<file path="src/rtl/ser_consts.vh">
// Constants shared by the status event reporting block
`ifndef SER_CONSTS_VH
`define SER_CONSTS_VH

// Register word width and number of register groups
`define SER_W 16
`define SER_NGRP 6

// Group select codes on the command port
`define SER_GRP_QUES 3'h0
`define SER_GRP_OPER 3'h1
`define SER_GRP_VOLT 3'h2
`define SER_GRP_FREQ 3'h3
`define SER_GRP_SEQ 3'h4
`define SER_GRP_RUN 3'h5

// Register select codes on the command port
`define SER_REG_EVENT 3'h0
`define SER_REG_COND 3'h1
`define SER_REG_ENABLE 3'h2
`define SER_REG_FALL 3'h3
`define SER_REG_RISE 3'h4

// Implemented bit positions of each group
`define SER_MASK_QUES 16'h0421
`define SER_MASK_OPER 16'h0100
`define SER_MASK_VOLT 16'h000F
`define SER_MASK_FREQ 16'h0003
`define SER_MASK_SEQ 16'h003F
`define SER_MASK_RUN 16'h0003

// Summary bit positions inside the parent condition registers
`define SER_QUES_VOLT_BIT 0
`define SER_QUES_FREQ_BIT 5
`define SER_QUES_SEQ_BIT 10
`define SER_OPER_RUN_BIT 8

// Preset and reset values
`define SER_ENABLE_PRESET 16'h0000
`define SER_RISE_PRESET 16'hFFFF
`define SER_FALL_PRESET 16'h0000
`define SER_EVENT_CLEAR 16'h0000

`endif

</file>
<file path="src/rtl/ser_cmd_decode.v">
// Command decoder: turns a register command into per-group strobes
`include "ser_consts.vh"

module ser_cmd_decode #(
	parameter NGRP = 6
) (
	// Command
	input wire cmdValid,
	input wire cmdWrite,
	input wire [2:0] cmdGroup,
	input wire [2:0] cmdReg,
	// Per-group strobes
	output wire [NGRP-1:0] wrEnable,
	output wire [NGRP-1:0] wrRise,
	output wire [NGRP-1:0] wrFall,
	output wire [NGRP-1:0] rdEvent
);
	function [NGRP-1:0] grpSel;
		input [2:0] grp;
		integer i;
		begin
			grpSel = {NGRP{1'b0}};
			for (i = 0; i < NGRP; i = i + 1) begin
				if (grp == i[2:0]) begin
					grpSel[i] = 1'b1;
				end
			end
		end
	endfunction

	wire [NGRP-1:0] sel;
	wire wr;
	wire rd;

	assign sel = cmdValid ? grpSel(cmdGroup) : {NGRP{1'b0}};
	assign wr = cmdWrite;
	assign rd = ~cmdWrite;
	assign wrEnable = (wr && cmdReg == `SER_REG_ENABLE) ? sel : {NGRP{1'b0}};
	assign wrRise = (wr && cmdReg == `SER_REG_RISE) ? sel : {NGRP{1'b0}};
	assign wrFall = (wr && cmdReg == `SER_REG_FALL) ? sel : {NGRP{1'b0}};
	// Condition and event registers take no writes
	assign rdEvent = (rd && cmdReg == `SER_REG_EVENT) ? sel : {NGRP{1'b0}};
endmodule // ser_cmd_decode

</file>
<file path="src/rtl/ser_edge_filter.v">
// Transition filter: turns condition edges into event set requests
module ser_edge_filter #(
	parameter WIDTH = 16
) (
	// Clock and reset
	input wire clk_sys,
	input wire reset,
	// Live conditions and filter settings
	input wire [WIDTH-1:0] cond,
	input wire [WIDTH-1:0] riseFilter,
	input wire [WIDTH-1:0] fallFilter,
	// Event set requests
	output wire [WIDTH-1:0] hit
);
	reg [WIDTH-1:0] prev_r;

	always @(posedge clk_sys) begin
		if (reset) begin
			prev_r <= {WIDTH{1'b0}};
		end else begin
			prev_r <= cond;
		end
	end

	// Both filters set catch either edge; both clear catch none
	assign hit = (cond & ~prev_r & riseFilter) | (~cond & prev_r & fallFilter);
endmodule // ser_edge_filter

</file>
<file path="src/rtl/ser_status_top.v">
// Status event reporting: condition, filter, event and enable groups
//
// Contract
// - Operation condition bit 8 shows that the system is running.
// - Event bits are read-only, latched until event read or clear-status.
// - Condition reads return live bits and never clear them.
// - Only enabled event bits feed the group summary bit.
// - Clear-status zeroes events and keeps enable registers.
// - Fall filter bit set: true-to-false condition change sets event bit.
// - Rise filter bit set: false-to-true condition change sets event bit.
// - Both filter bits set: any condition change sets event bit.
// - Both filter bits clear: condition changes never set event bit.
// - Transition filters survive clear-status and instrument reset commands.
// - Reads return weighted sum; enables are written as weighted sum.
// - Voltage bits 0 and 1: output 1 or 2 switched off.
// - Voltage bits 2 and 3: output 1 or 2 amplitude clipped.
// - Frequency bits 0 and 1: output 1 or 2 signal invalid.
// - Sequence bits 0 and 1: sequence table error on output 1 or 2.
// - Sequence bits 2 and 3: linear-playtime error on output 1 or 2.
// - Sequence bits 4 and 5: output 1 or 2 ran out of stream data.
// - Run bits 0 and 1: channel 1 or 2 started and generating.
// - Preset clears events, enables zero, rise filters ones, fall zero.
// - Status byte bit 7 set when any enabled operation event is set.
// - Questionable bit 10 summarises enabled sequence events.
// - Questionable bit 5 summarises enabled frequency events.
`include "ser_consts.vh"

module ser_status_top #(
	parameter W = 16,
	parameter NGRP = 6
) (
	// Clock and reset
	input wire clk_sys,
	input wire reset,
	// Channel condition sources, bit 0 is channel 1
	input wire [1:0] outputOffCh,
	input wire [1:0] ampClippedCh,
	input wire [1:0] signalInvalidCh,
	input wire [1:0] seqDataErrCh,
	input wire [1:0] playtimeErrCh,
	input wire [1:0] streamUnderrunCh,
	input wire [1:0] runningCh,
	// Global status commands, one-cycle pulses
	input wire clearStatusCmd,
	input wire statusPresetCmd,
	// Register command port
	input wire cmdValid,
	input wire cmdWrite,
	input wire [2:0] cmdGroup,
	input wire [2:0] cmdReg,
	input wire [W-1:0] cmdData,
	// Register read answer
	output wire cmdReady,
	output reg rspValid_r,
	output reg [W-1:0] rspData_r,
	// Summaries toward the status byte
	output reg operationSummary_r,
	output reg questionableSummary_r
);
	// Implemented bits of each group
	function [W-1:0] grpMask;
		input integer g;
		begin
			case (g)
				0: grpMask = `SER_MASK_QUES;
				1: grpMask = `SER_MASK_OPER;
				2: grpMask = `SER_MASK_VOLT;
				3: grpMask = `SER_MASK_FREQ;
				4: grpMask = `SER_MASK_SEQ;
				5: grpMask = `SER_MASK_RUN;
				default: grpMask = {W{1'b0}};
			endcase
		end
	endfunction

	// Flattened per-group registers, group g at bits [g*W +: W]
	wire [NGRP*W-1:0] condFlat;
	wire [NGRP*W-1:0] eventFlat;
	wire [NGRP*W-1:0] enableFlat;
	wire [NGRP*W-1:0] riseFlat;
	wire [NGRP*W-1:0] fallFlat;
	wire [NGRP-1:0] summary;
	wire [NGRP-1:0] wrEnable;
	wire [NGRP-1:0] wrRise;
	wire [NGRP-1:0] wrFall;
	wire [NGRP-1:0] rdEvent;
	wire [W-1:0] quesCond;
	wire [W-1:0] operCond;
	wire [W-1:0] voltCond;
	wire [W-1:0] freqCond;
	wire [W-1:0] seqCond;
	wire [W-1:0] runCond;
	reg [W-1:0] rdMux;
	reg [W-1:0] rdSel;
	integer k;

	// Every command is taken in the cycle it is offered
	assign cmdReady = 1'b1;

	ser_cmd_decode #(
		.NGRP(NGRP)
	) ser_cmd_decode_inst (
		.cmdValid(cmdValid),
		.cmdWrite(cmdWrite),
		.cmdGroup(cmdGroup),
		.cmdReg(cmdReg),
		.wrEnable(wrEnable),
		.wrRise(wrRise),
		.wrFall(wrFall),
		.rdEvent(rdEvent)
	);

	// Channel sources into the leaf groups
	assign voltCond = {{(W-4){1'b0}}, ampClippedCh, outputOffCh};
	assign freqCond = {{(W-2){1'b0}}, signalInvalidCh};
	assign seqCond = {{(W-6){1'b0}}, streamUnderrunCh, playtimeErrCh, seqDataErrCh};
	assign runCond = {{(W-2){1'b0}}, runningCh};

	// Leaf summaries become conditions of the parent groups
	// Summary bits are widened before the shift so no bit is dropped or padded silently
	assign operCond = {{(W-1){1'b0}}, summary[`SER_GRP_RUN]} << `SER_OPER_RUN_BIT;
	assign quesCond = ({{(W-1){1'b0}}, summary[`SER_GRP_VOLT]} << `SER_QUES_VOLT_BIT)
		| ({{(W-1){1'b0}}, summary[`SER_GRP_FREQ]} << `SER_QUES_FREQ_BIT)
		| ({{(W-1){1'b0}}, summary[`SER_GRP_SEQ]} << `SER_QUES_SEQ_BIT);

	assign condFlat = {runCond, seqCond, freqCond, voltCond, operCond, quesCond};

	genvar g;
	generate
		for (g = 0; g < NGRP; g = g + 1) begin : grp
			localparam [W-1:0] MASK = grpMask(g);
			reg [W-1:0] event_r;
			reg [W-1:0] enable_r;
			reg [W-1:0] rise_r;
			reg [W-1:0] fall_r;
			wire [W-1:0] cond;
			wire [W-1:0] hit;

			assign cond = condFlat[g*W +: W] & MASK;

			ser_edge_filter #(
				.WIDTH(W)
			) ser_edge_filter_inst (
				.clk_sys(clk_sys),
				.reset(reset),
				.cond(cond),
				.riseFilter(rise_r),
				.fallFilter(fall_r),
				.hit(hit)
			);

			// New edges win over clear-status or an event read in the same cycle; preset and reset still drop them
			always @(posedge clk_sys) begin
				if (reset || statusPresetCmd) begin
					event_r <= `SER_EVENT_CLEAR;
				end else if (clearStatusCmd || rdEvent[g]) begin
					event_r <= hit & MASK;
				end else begin
					event_r <= (event_r | hit) & MASK;
				end
			end

			// Clear-status does not touch enables or filters
			always @(posedge clk_sys) begin
				if (reset || statusPresetCmd) begin
					enable_r <= `SER_ENABLE_PRESET & MASK;
					rise_r <= `SER_RISE_PRESET & MASK;
					fall_r <= `SER_FALL_PRESET & MASK;
				end else begin
					if (wrEnable[g]) begin
						enable_r <= cmdData & MASK;
					end
					if (wrRise[g]) begin
						rise_r <= cmdData & MASK;
					end
					if (wrFall[g]) begin
						fall_r <= cmdData & MASK;
					end
				end
			end

			assign summary[g] = |(event_r & enable_r);
			assign eventFlat[g*W +: W] = event_r;
			assign enableFlat[g*W +: W] = enable_r;
			assign riseFlat[g*W +: W] = rise_r;
			assign fallFlat[g*W +: W] = fall_r;
		end
	endgenerate

	// Read select: whole word as one weighted value; unknown codes read zero
	always @* begin
		rdSel = {W{1'b0}};
		for (k = 0; k < NGRP; k = k + 1) begin
			if (cmdGroup == k[2:0]) begin
				case (cmdReg)
					`SER_REG_EVENT: rdSel = eventFlat[k*W +: W];
					`SER_REG_COND: rdSel = condFlat[k*W +: W] & grpMask(k);
					`SER_REG_ENABLE: rdSel = enableFlat[k*W +: W];
					`SER_REG_FALL: rdSel = fallFlat[k*W +: W];
					`SER_REG_RISE: rdSel = riseFlat[k*W +: W];
					default: rdSel = {W{1'b0}};
				endcase
			end
		end
		rdMux = rdSel;
	end

	// Answer to a read one cycle later; writes get no answer
	always @(posedge clk_sys) begin
		if (reset) begin
			rspValid_r <= 1'b0;
			rspData_r <= {W{1'b0}};
		end else begin
			rspValid_r <= cmdValid & ~cmdWrite;
			if (cmdValid && !cmdWrite) begin
				rspData_r <= rdMux;
			end
		end
	end

	// Summaries registered toward the status byte
	always @(posedge clk_sys) begin
		if (reset) begin
			operationSummary_r <= 1'b0;
			questionableSummary_r <= 1'b0;
		end else begin
			operationSummary_r <= summary[`SER_GRP_OPER];
			questionableSummary_r <= summary[`SER_GRP_QUES];
		end
	end
endmodule // ser_status_top

</file>
<file path="config.mk">
export PLATFORM = sky130hd
export DESIGN_NAME = ser_status_top
export DESIGN_NICKNAME = d
export VERILOG_FILES = /design/src/rtl/ser_cmd_decode.v /design/src/rtl/ser_edge_filter.v /design/src/rtl/ser_status_top.v
export VERILOG_INCLUDE_DIRS = /design/src /design/src/rtl
export SDC_FILE = /design/constraint.sdc
export NUM_CORES = 1
export LEC_CHECK = 0
export ABC_CLOCK_PERIOD_IN_PS = 1590
export BUFFER_PORTS_ARGS = -buffer_cell sky130_fd_sc_hd__buf_2
export CORE_MARGIN = 2
export CORE_UTILIZATION = 58
export CTS_CLUSTER_DIAMETER = 120
export DETAILED_ROUTE_END_ITERATION = 12
export HOLD_SLACK_MARGIN = 0.03
export PLACE_DENSITY_LB_ADDON = 0.1
export SLEW_MARGIN = 25
export SYNTH_ARGS = -nofsm -noshare
export SYNTH_HDL_FRONTEND = slang
export SYNTH_SLANG_ARGS = --single-unit
</file>
<file path="constraint.sdc">
create_clock -name clk_sys -period 1.59 [get_ports clk_sys]
set_input_delay 0.0795 -clock clk_sys [delete_from_list [all_inputs] [get_ports clk_sys]]
set_output_delay 0.0795 -clock clk_sys [all_outputs]
set_load 0.05 [all_outputs]
</file>
Word-level counts from Yosys, hierarchy flattened
Index checks and enable logic that the tools add are counted.
{ "op_classes": {"div": 0, "eq_ne": 9, "bitwise_logic": 64, "n_mux": 40, "order_cmp": 0, "reduce_logical": 21, "shift": 0, "multipliers": 0, "n_addsub": 0} }
{ "op_table": {"columns": ["cell", "n"], "rows": [
  ["$pmux W16 S5", 6],
  ["$mux W16", 17],
  ["$reduce_or A16 Y1", 6],
  ["$and A11 B11 Y11", 5],
  ["$and A9 B9 Y9", 5],
  ["$mux W6", 6],
  ["$and A2 B16 Y16", 2],
  ["$and A6 B6 Y6", 5],
  ["$not A11 Y11", 2],
  ["$or A11 B11 Y11", 2],
  ["$and A2 B2 Y2", 10],
  ["$and A4 B4 Y4", 5],
  ["$not A9 Y9", 2],
  ["$or A9 B9 Y9", 2],
  ["$and A11 B16 Y16", 1],
  ["$and A4 B16 Y16", 1],
  ["$and A6 B16 Y16", 1],
  ["$and A9 B16 Y16", 1],
  ["$eq A3 B2 Y1 const B", 4],
  ["$not A6 Y6", 2],
  ["$or A6 B6 Y6", 2],
  ["$mux W11", 1],
  ["$or A6 B11 Y11", 1],
  ["$eq A3 B3 Y1 const B", 3],
  ["16 further kinds", 42]
]} }
{ "word_totals": {"mem_bits_ro": 0, "input_bits": 42, "reg_bits": 125, "output_inout_bits": 20, "latchBits": 0, "word_cells": 168, "ramBits": 0, "memories": 0} }

Logic depth before layout (Yosys ltp)
Gate-level depths: netlist of the first run.
{ "logic_depth": {"ltp_word": 12, "depth_mapped": 8, "depth_no_buf": 5} }

By module
A second synthesis of the first run with hierarchy kept.
{ "hier_totals": {"hier_cells": 944, "hier_area_um2": 8429.3} }
{ "modules_own_cells": {"columns": ["module", "n_inst", "area_each_um2", "seq_area_each_um2", "cells_per_inst"], "rows": [
  ["ser_edge_filter", 6, 724.4, 320.3, 81],
  ["ser_status_top", 1, 3881.2, 1661.6, 423],
  ["ser_cmd_decode", 1, 201.4, 0.0, 35]
]} }

Worst setup path after synthesis of the first run
No wires, ideal clock.
{ "synth_timing": {"kind": "register to register", "startpoint": "register grp[2].event_r[1]", "endpoint": "register rspData_r[0]", "t_required_ps": 1467, "arrival_time_ps": 1221, "synth_period_minus_slack_ps": 1344, "path_slack_ps": 246, "setup_ps": 123, "path_buffers": 0, "stages_incl_launch_ff": 6, "path_cell_list": "dfxtp_1 > a22o_1 > a221oi_1 > o21ai_0 > a31oi_1 > a31oi_1"} }
{ "synth_between": {"elab_chain_len": 12} }
{ "synth_lines": {"columns": ["element", "line_no", "source"], "rows": [
  ["from (decl)", "ser_status_top.v:132", "reg [W-1:0] event_r;"],
  ["from (signal assigned)", "ser_status_top.v:155", "event_r <= `SER_EVENT_CLEAR;"],
  ["from (signal assigned)", "ser_status_top.v:157", "event_r <= hit & MASK;"],
  ["from (signal assigned)", "ser_status_top.v:159", "event_r <= (event_r | hit) & MASK;"],
  ["$and A4 B4 Y4", "ser_status_top.v:182", "assign summary[g] = |(event_r & enable_r);"],
  ["$reduce_or A16 Y1", "ser_status_top.v:182", null],
  ["$or A1 B6 Y6", "ser_status_top.v:122", "assign quesCond = ({{(W-1){1'b0}}, summary[`SER_GRP_VOLT]} << `SER_QUES_VOLT_BIT)"],
  ["$or A6 B11 Y11", "ser_status_top.v:122", null],
  ["$and A11 B16 Y16", "ser_status_top.v:197", "`SER_REG_COND: rdSel = condFlat[k*W +: W] & grpMask(k);"],
  ["$pmux W16 S5", "ser_status_top.v:195", "case (cmdReg)"],
  ["$mux W16 (6 in a row)", "ser_status_top.v:194", "if (cmdGroup == k[2:0]) begin"],
  ["to (signal assigned)", "ser_status_top.v:212", "rspData_r <= {W{1'b0}};"],
  ["to (signal assigned)", "ser_status_top.v:216", "rspData_r <= rdMux;"],
  ["to (decl)", "ser_status_top.v:55", "output reg [W-1:0] rspData_r,"]
]} }
Every way passes these cells.
A chain may end at the register's enable or synchronous reset.

Worst setup path in the final report of the first run
{ "layout_timing": {"startpoint": "input streamUnderrunCh[1]", "endpoint": "register rspData_r[5]"} }
{ "layout_between": {"elab_chain_len": 4} }
{ "layout_lines": {"columns": ["element", "line_no", "source"], "rows": [
  ["from (decl)", "ser_status_top.v:41", "input wire [1:0] streamUnderrunCh,"],
  ["$and A6 B16 Y16", "ser_status_top.v:197", null],
  ["$pmux W16 S5", "ser_status_top.v:195", null],
  ["$mux W16 (2 in a row)", "ser_status_top.v:194", null]
]} }
Every way passes these cells.

==> impl_metrics.ini, run 1 <==
[die]
dieArea_um2 = 9205
die_y_um = 95.95
dieWidth_um = 95.95
start_util = 0.5968
core_area_um2 = 8217
fp-row-count = 33
io_pins = 62

[worst_setup_path]
endpoint_kind = register
reg2reg_slack_ps = 140
worstPathCellList = dlygate4sd3_1 -> buf_2 -> mux2_4 -> a222oi_1 -> o21ai_0 -> a32oi_1 -> o21ai_1
cp_max_fo = 4
crit_required_ps = 1850
path_class = in2reg
critical-path-max-stage-delay_ps = 540
reg2reg_depth = 6
r2r_end = rspData_r[0]$_SDFFE_PP0P_
cp_slowest_cell = dlygate4sd3_1
worst-endpoint-arrival_ps = 1740
regToRegStartpoint = grp[2].enable_r[1]$_SDFFE_PP0P_
startpoint_type = input port

[global_routing]
grt_overflow = 0
grt_usage = 0.3223
grt_pass1_wl_mm = 22.66
antenna_found_initial = 0
grt_use_met3 = 0.07831
grtUsageMet1 = 0.4307
grt_max_degree = 55
grt.busiest_layer = met2
first_global_vias = 4444
use_met2 = 0.5204

[logic_synthesis]
synthArstFlopShare = 0
ys_warn_count = 0
synth-edff-count = 0
yosysSeqAreaShare = 0.4124
synth_cells = 612
postSynthRegisterBits = 101
synth_area_um2 = 4903
ys_types = 52
syn_avg_cell_area_um2 = 8.012
synth-main-ff-cell = dfxtp_1

[min_path]
hold_path_class = in2reg
holdCritStartpoint = reset
whs_path_depth = 2
whs_endpoint = grp[0].ser_edge_filter_inst.prev_r[5]$_SDFF_PP0_

[final_layout]
layout_commonest_cell = dfxtp_1
seq_area_um2 = 2022
final_util = 0.6950
diodes = 0
layout-drive-gt1-share = 0.1635
fill_cells = 719
fin_nets = 722
multi_input_area_um2 = 2628
final_cell_mix = 101 x dfxtp_1, 99 x nand2_1, 71 x nand3_1
area_growth_pct = 16.46
final_area_um2 = 5710
instances_no_fill = 790

[placement]
place_congestion = 0.9512
io_buffers = 44
pre_cts_slack_ps = 10.14
dp_hpwl_mm = 10.13
dp_cells = 754
dpl_cell_area_um2 = 5316

[route]
vias = 4847
drt-total-wl_mm = 14.29
routedWlPerCell_um = 18.09
antenna_left = 0
drt_iter0_markers = 391
drcViolationCount = 0
vias_per_cell = 6.135
first_pass_iters = 6

[sta]
skew_ps = 9.618
hold_violations = 0
slew_headroom = 0.5569
period_needed_ps = 1480
worst_pin_slew_ps = 664.7
period_share = 0.9309
fmax_mhz = 675.6
drv_slew = 0
setup_viol = 0
setup_tns_ps = 0
whs_ps = 85.27
setup_ws_ps = 109.9
rsz0062_at_grt = no

[clock_tree]
cts_sinks = 101
cts_inserted_buffers = 9
clk_path_buf_depth = 2
clockRootBuffer = clkbuf_8
cts_setup_buffers = 0
cts_tree = yes
path_clk_slew_ps = 100
htree_levels = 3
clk_latency_ps = 370

[power]
powerDensity_nw_per_um2 = 839.7
total_power_mw = 4.795
p_leak_nw = 2.162
vdd_ir_drop_max_uv = 434.9

[run_status]
status = complete, no violations

[run]
cap_violations = 0
-- how the worst max path moves through the flow --
stage	endpoint	cells past startpoint	startpoint	slack (ps)
global route	rspData_r[8]$_SDFFE_PP0P_	5	grp[5].event_r[0]$_SDFF_PP0_	50
global placement	rspData_r[0]$_SDFFE_PP0P_	7	cmdReg[0]	50
floorplan	rspData_r[0]$_SDFFE_PP0P_	5	grp[2].event_r[1]$_SDFF_PP0_	250
detailed placement	grp[4].fall_r[1]$_SDFFE_PP0P_	7	cmdReg[1]	10
finish	rspData_r[5]$_SDFFE_PP0P_	7	streamUnderrunCh[1]	110
CTS	rspData_r[0]$_SDFFE_PP0P_	6	grp[2].event_r[1]$_SDFF_PP0_	60
-- routing by layer --
metal / routed length, µm / up-vias / part of all wire
li1: - / 2305 / -
met1: 6002 / 2282 / 0.42
met2: 6793 / 237 / 0.48
met3: 1299 / 23 / 0.091
met4: 192 / 0 / 0.013
met5: 0 / - / 0
-- power by group --
group,total (mW),internal [mW],switching [mW]
logic,0.631,0.238,0.393
clock network,1.57,0.662,0.911
registers,2.59,2.57,0.0250
total,4.80,3.47,1.33
-- cell usage after synthesis, types with 2 or more instances --
| master | count | area [µm²] |
|---|---|---|
| dfxtp_1 | 101 | 2022 |
| nand2_1 | 99 | 371.6 |
| nand3_1 | 71 | 355.3 |
| a21oi_1 | 63 | 315.3 |
| nor2_1 | 41 | 153.9 |
| o21ai_0 | 37 | 185.2 |
| nor2b_1 | 21 | 131.4 |
| a22oi_1 | 19 | 142.6 |
| buf_2 | 19 | 95.09 |
| nand3b_1 | 18 | 135.1 |
| clkbuf_1 | 13 | 48.80 |
| buf_4 | 10 | 75.07 |
| mux2i_1 | 10 | 100.1 |
| a31oi_1 | 9 | 56.30 |
| mux2_2 | 8 | 90.09 |
| nand2b_1 | 6 | 37.54 |
| o22ai_1 | 6 | 37.54 |
| buf_6 | 4 | 45.04 |
| nor3b_1 | 4 | 30.03 |
| a22o_1 | 3 | 26.28 |
| a32oi_1 | 3 | 26.28 |
| and2_1 | 3 | 18.77 |
| mux4_1 | 3 | 78.83 |
| o21ai_1 | 3 | 15.01 |
| a221oi_1 | 2 | 17.52 |
| a222oi_1 | 2 | 20.02 |
| a41oi_1 | 2 | 17.52 |
| and3_1 | 2 | 12.51 |
| conb_1 | 2 | 7.510 |
| nor2_2 | 2 | 12.51 |
| nor3_2 | 2 | 20.02 |
| o2111ai_1 | 2 | 17.52 |
| o221ai_1 | 2 | 17.52 |
| or2_2 | 2 | 12.51 |
-- worst max-delay path: cells and delay by family --
| family | cells | cell delay [ps] |
|---|---|---|
| compound gates | 4 | 720 |
| buf+inv | 2 | 680 |
| mux | 1 | 270 |
-- sequential cells by signal (all words and copies together), names as in the netlist --
signal / flops
grp.ser_edge_filter_inst.prev_r: 18
rspData_r: 8
grp.enable_r: 18
rspValid_r: 1
questionableSummary_r: 1
operationSummary_r: 1
grp.rise_r: 18
grp.fall_r: 18
grp.event_r: 18
-- kinds of logic after synthesis --
group / count (synthesis) / synth area share
and+or+nand+nor: 278 / 0.2743
AOI/OAI and AO/OA: 160 / 0.1955
DFF: 101 / 0.4124
buffers and inverters: 49 / 0.05843
muxes: 22 / 0.05792
other: 2 / 0.001532
-- area by class of cell --
cell class              instances  area share
inverters                       1   0.0006573
well taps                     105     0.02301
repair buffers                 98      0.1293
clock buffers                  12     0.02717
clock inverters                 4    0.005697
flip-flops and latches        101      0.3541
multi-input cells             469      0.4601
-- what timing repair did --
action                                  CTS  global route
endpoints found under the hold margin    33             0
endpoints found under the setup margin    0             1
hold buffers                             20             0
resized for setup                         0             1
Note: power is estimated with default switching activity, not from simulation.
==> run 2, diff against run 1 <==
--- a/config.mk
+++ b/config.mk
@@ -6,10 +6,11 @@
 export SDC_FILE = /design/constraint.sdc
 export NUM_CORES = 1
 export LEC_CHECK = 0
+export ABC_AREA = 1
 export ABC_CLOCK_PERIOD_IN_PS = 1590
 export BUFFER_PORTS_ARGS = -buffer_cell sky130_fd_sc_hd__buf_2
 export CORE_MARGIN = 2
-export CORE_UTILIZATION = 58
+export CORE_UTILIZATION = 60
 export CTS_CLUSTER_DIAMETER = 120
 export DETAILED_ROUTE_END_ITERATION = 12
 export HOLD_SLACK_MARGIN = 0.03
@@ -17,4 +18,5 @@
 export SLEW_MARGIN = 25
 export SYNTH_ARGS = -nofsm -noshare
 export SYNTH_HDL_FRONTEND = slang
+export SYNTH_HIERARCHICAL = 1
 export SYNTH_SLANG_ARGS = --single-unit
==> run 2 against run 1 <==
  * Routed wire length decreased by 1.9%
  * Sequential cell count is the same
  * Worst setup slack worse by 21 ps
  * Die area is 0.28% higher
  * First-iteration DRC count is 19% lower
  * Clock power up 7%
  * Area after synthesis rose by 3.8%
  * Synthesized cell count is 21% higher
  * Hold slack worse by 31 ps
  * Clock-buffer cell count shrank 1
  * Core utilization increased by 0.44 points
  * Critical path type is now reg2reg
  * Cell count rose by 17%
==> impl_metrics.ini, run 2 <==
[power]
p_leak_nw = 2.497
power.net_switching_mw = 1.320
power.share.clock = 0.345
p_int_mw = 3.537
switching_share = 0.2718
p_comb_frac = 0.121
powerDensity_nw_per_um2 = 845.3
seq_power_share = 0.534
total_power_mw = 4.858
vdd_ir_drop_max_uv = 745.6

[placement]
dp_hpwl_mm = 10.04
dpl_cell_area_um2 = 5355
io_buffers = 44
place_congestion = 0.9336
dp_cells = 886

[route]
drt_iter0_markers = 316
routedWlPerCell_um = 15.22
vias_per_cell = 5.520
vias = 5084
drcViolationCount = 0
first_pass_iters = 5
drt-total-wl_mm = 14.02
antenna_left = 0

[clock_tree]
path_clk_slew_ps = 100
clk_latency_ps = 370
cts_tree = yes
clk_path_buf_depth = 2
clockRootBuffer = clkbuf_8
cts-resized-gates = 0
htree_levels = 3
cts_sinks = 101
cts_inserted_buffers = 9

[final_layout]
fin_nets = 853
multi_input_area_um2 = 2318
layout_commonest_cell = nand2_1
area_growth_pct = 12.96
diodes = 0
fill_cells = 717
instances_no_fill = 921
final_util = 0.6994
seq_area_um2 = 2022
final_area_um2 = 5747
final_cell_mix = 170 x nand2_1, 101 x dfxtp_1, 90 x inv_1
layout-drive-gt1-share = 0.1691

[logic_synthesis]
synth_cells = 743
ys_warn_count = 6
syn_avg_cell_area_um2 = 6.847
synth_area_um2 = 5087

[die]
dieArea_um2 = 9231
die_y_um = 96.08
core_area_um2 = 8217
dieWidth_um = 96.08
start_util = 0.6192
io_pins = 62
fp-row-count = 33

[worst_setup_path]
cp_max_fo = 3
regToRegStartpoint = grp[4].event_r[5]$_SDFF_PP0_
worst-endpoint-arrival_ps = 1750
crit_required_ps = 1840
crit_path_start = grp[4].event_r[5]$_SDFF_PP0_
path_class = reg2reg
startpoint_type = register
endpoint_kind = register

[sta]
skew_ps = 7.171
slew_headroom = 0.6455
period_needed_ps = 1501
period_share = 0.9442
hold_violations = 0
drv_slew = 0
setup_viol = 0
fmax_mhz = 666.1
setup_tns_ps = 0
rsz0062_at_grt = no
worst_pin_slew_ps = 526.2

[global_routing]
grt_usage = 0.3208
first_global_vias = 4872
antenna_found_initial = 0
grt_max_degree = 34
grt_pass1_wl_mm = 22.55
grt_overflow = 0

[run_status]
status = complete, no violations

[min_path]
hold_path_class = in2reg
holdCritStartpoint = cmdData[5]

[run]
cap_violations = 0
[run 2: power by group through the flow]
| stage | clock, mW | combinational, mW | sequential (mW) |
|---|---|---|---|
| detailed placement | 0 | 0.540 | 2.65 |
| global route | 1.79 | 0.641 | 2.60 |
| global placement | 0 | 0.529 | 2.65 |
| floorplan | 0 | 0.380 | 2.66 |
| finish | 1.68 | 0.588 | 2.59 |
| CTS | 1.70 | 0.577 | 2.59 |
[run 2: worst paths after layout]
path	to	slack, ps	cells past startpoint
setup / recovery	rspData_r[10]$_SDFFE_PP0P_	90	8
hold / removal	grp[0].enable_r[5]$_SDFFE_PP0P_	50	3
setup reg to reg	rspData_r[10]$_SDFFE_PP0P_	90	8
hold reg to reg	operationSummary_r$_SDFF_PP0_	460	2
[run 2: metal layers]
metal / global-route usage / share of wire
met1: 0.3955 / 0.41
met2: 0.5347 / 0.47
met3: 0.05638 / 0.084
met4: 0.1655 / 0.034
met5: 0 / 0
[run 2: area by class of cell]
cell class                 count  area share
sequential                   101      0.3518
timing repair buffer          91      0.1145
clock buffer                  11     0.02460
clock inverter                 5     0.01045
tap                          105     0.02286
inverter                     110     0.07228
multi-input combinational    498      0.4034
[run 2: critical path, cell delays in order, from the launching register on]
cell	delay (ps)
dfxtp_1	360
nand2_1	100
nand2_1	60
a21oi_1	130
nand4_1	250
nand2_1	140
nand3_1	130
nand3_1	140
a21oi_1	70
[run 2: through the flow]
| step | setup WS, ps | hold slack [ps] |
|---|---|---|
| after floorplan | 345.2 | 187.4 |
| after global placement | 93.66 | 309.7 |
| after detailed placement | 71.88 | 313.9 |
| after CTS | 142.4 | 36.80 |
| after global routing | 7.293 | 52.91 |
| final | 88.69 | 54.74 |
[run 2: timing repair]
item | CTS | global route
hold endpoints to repair | 27 | 0
buffers inserted | 0 | 0
hold buffers | 19 | 0
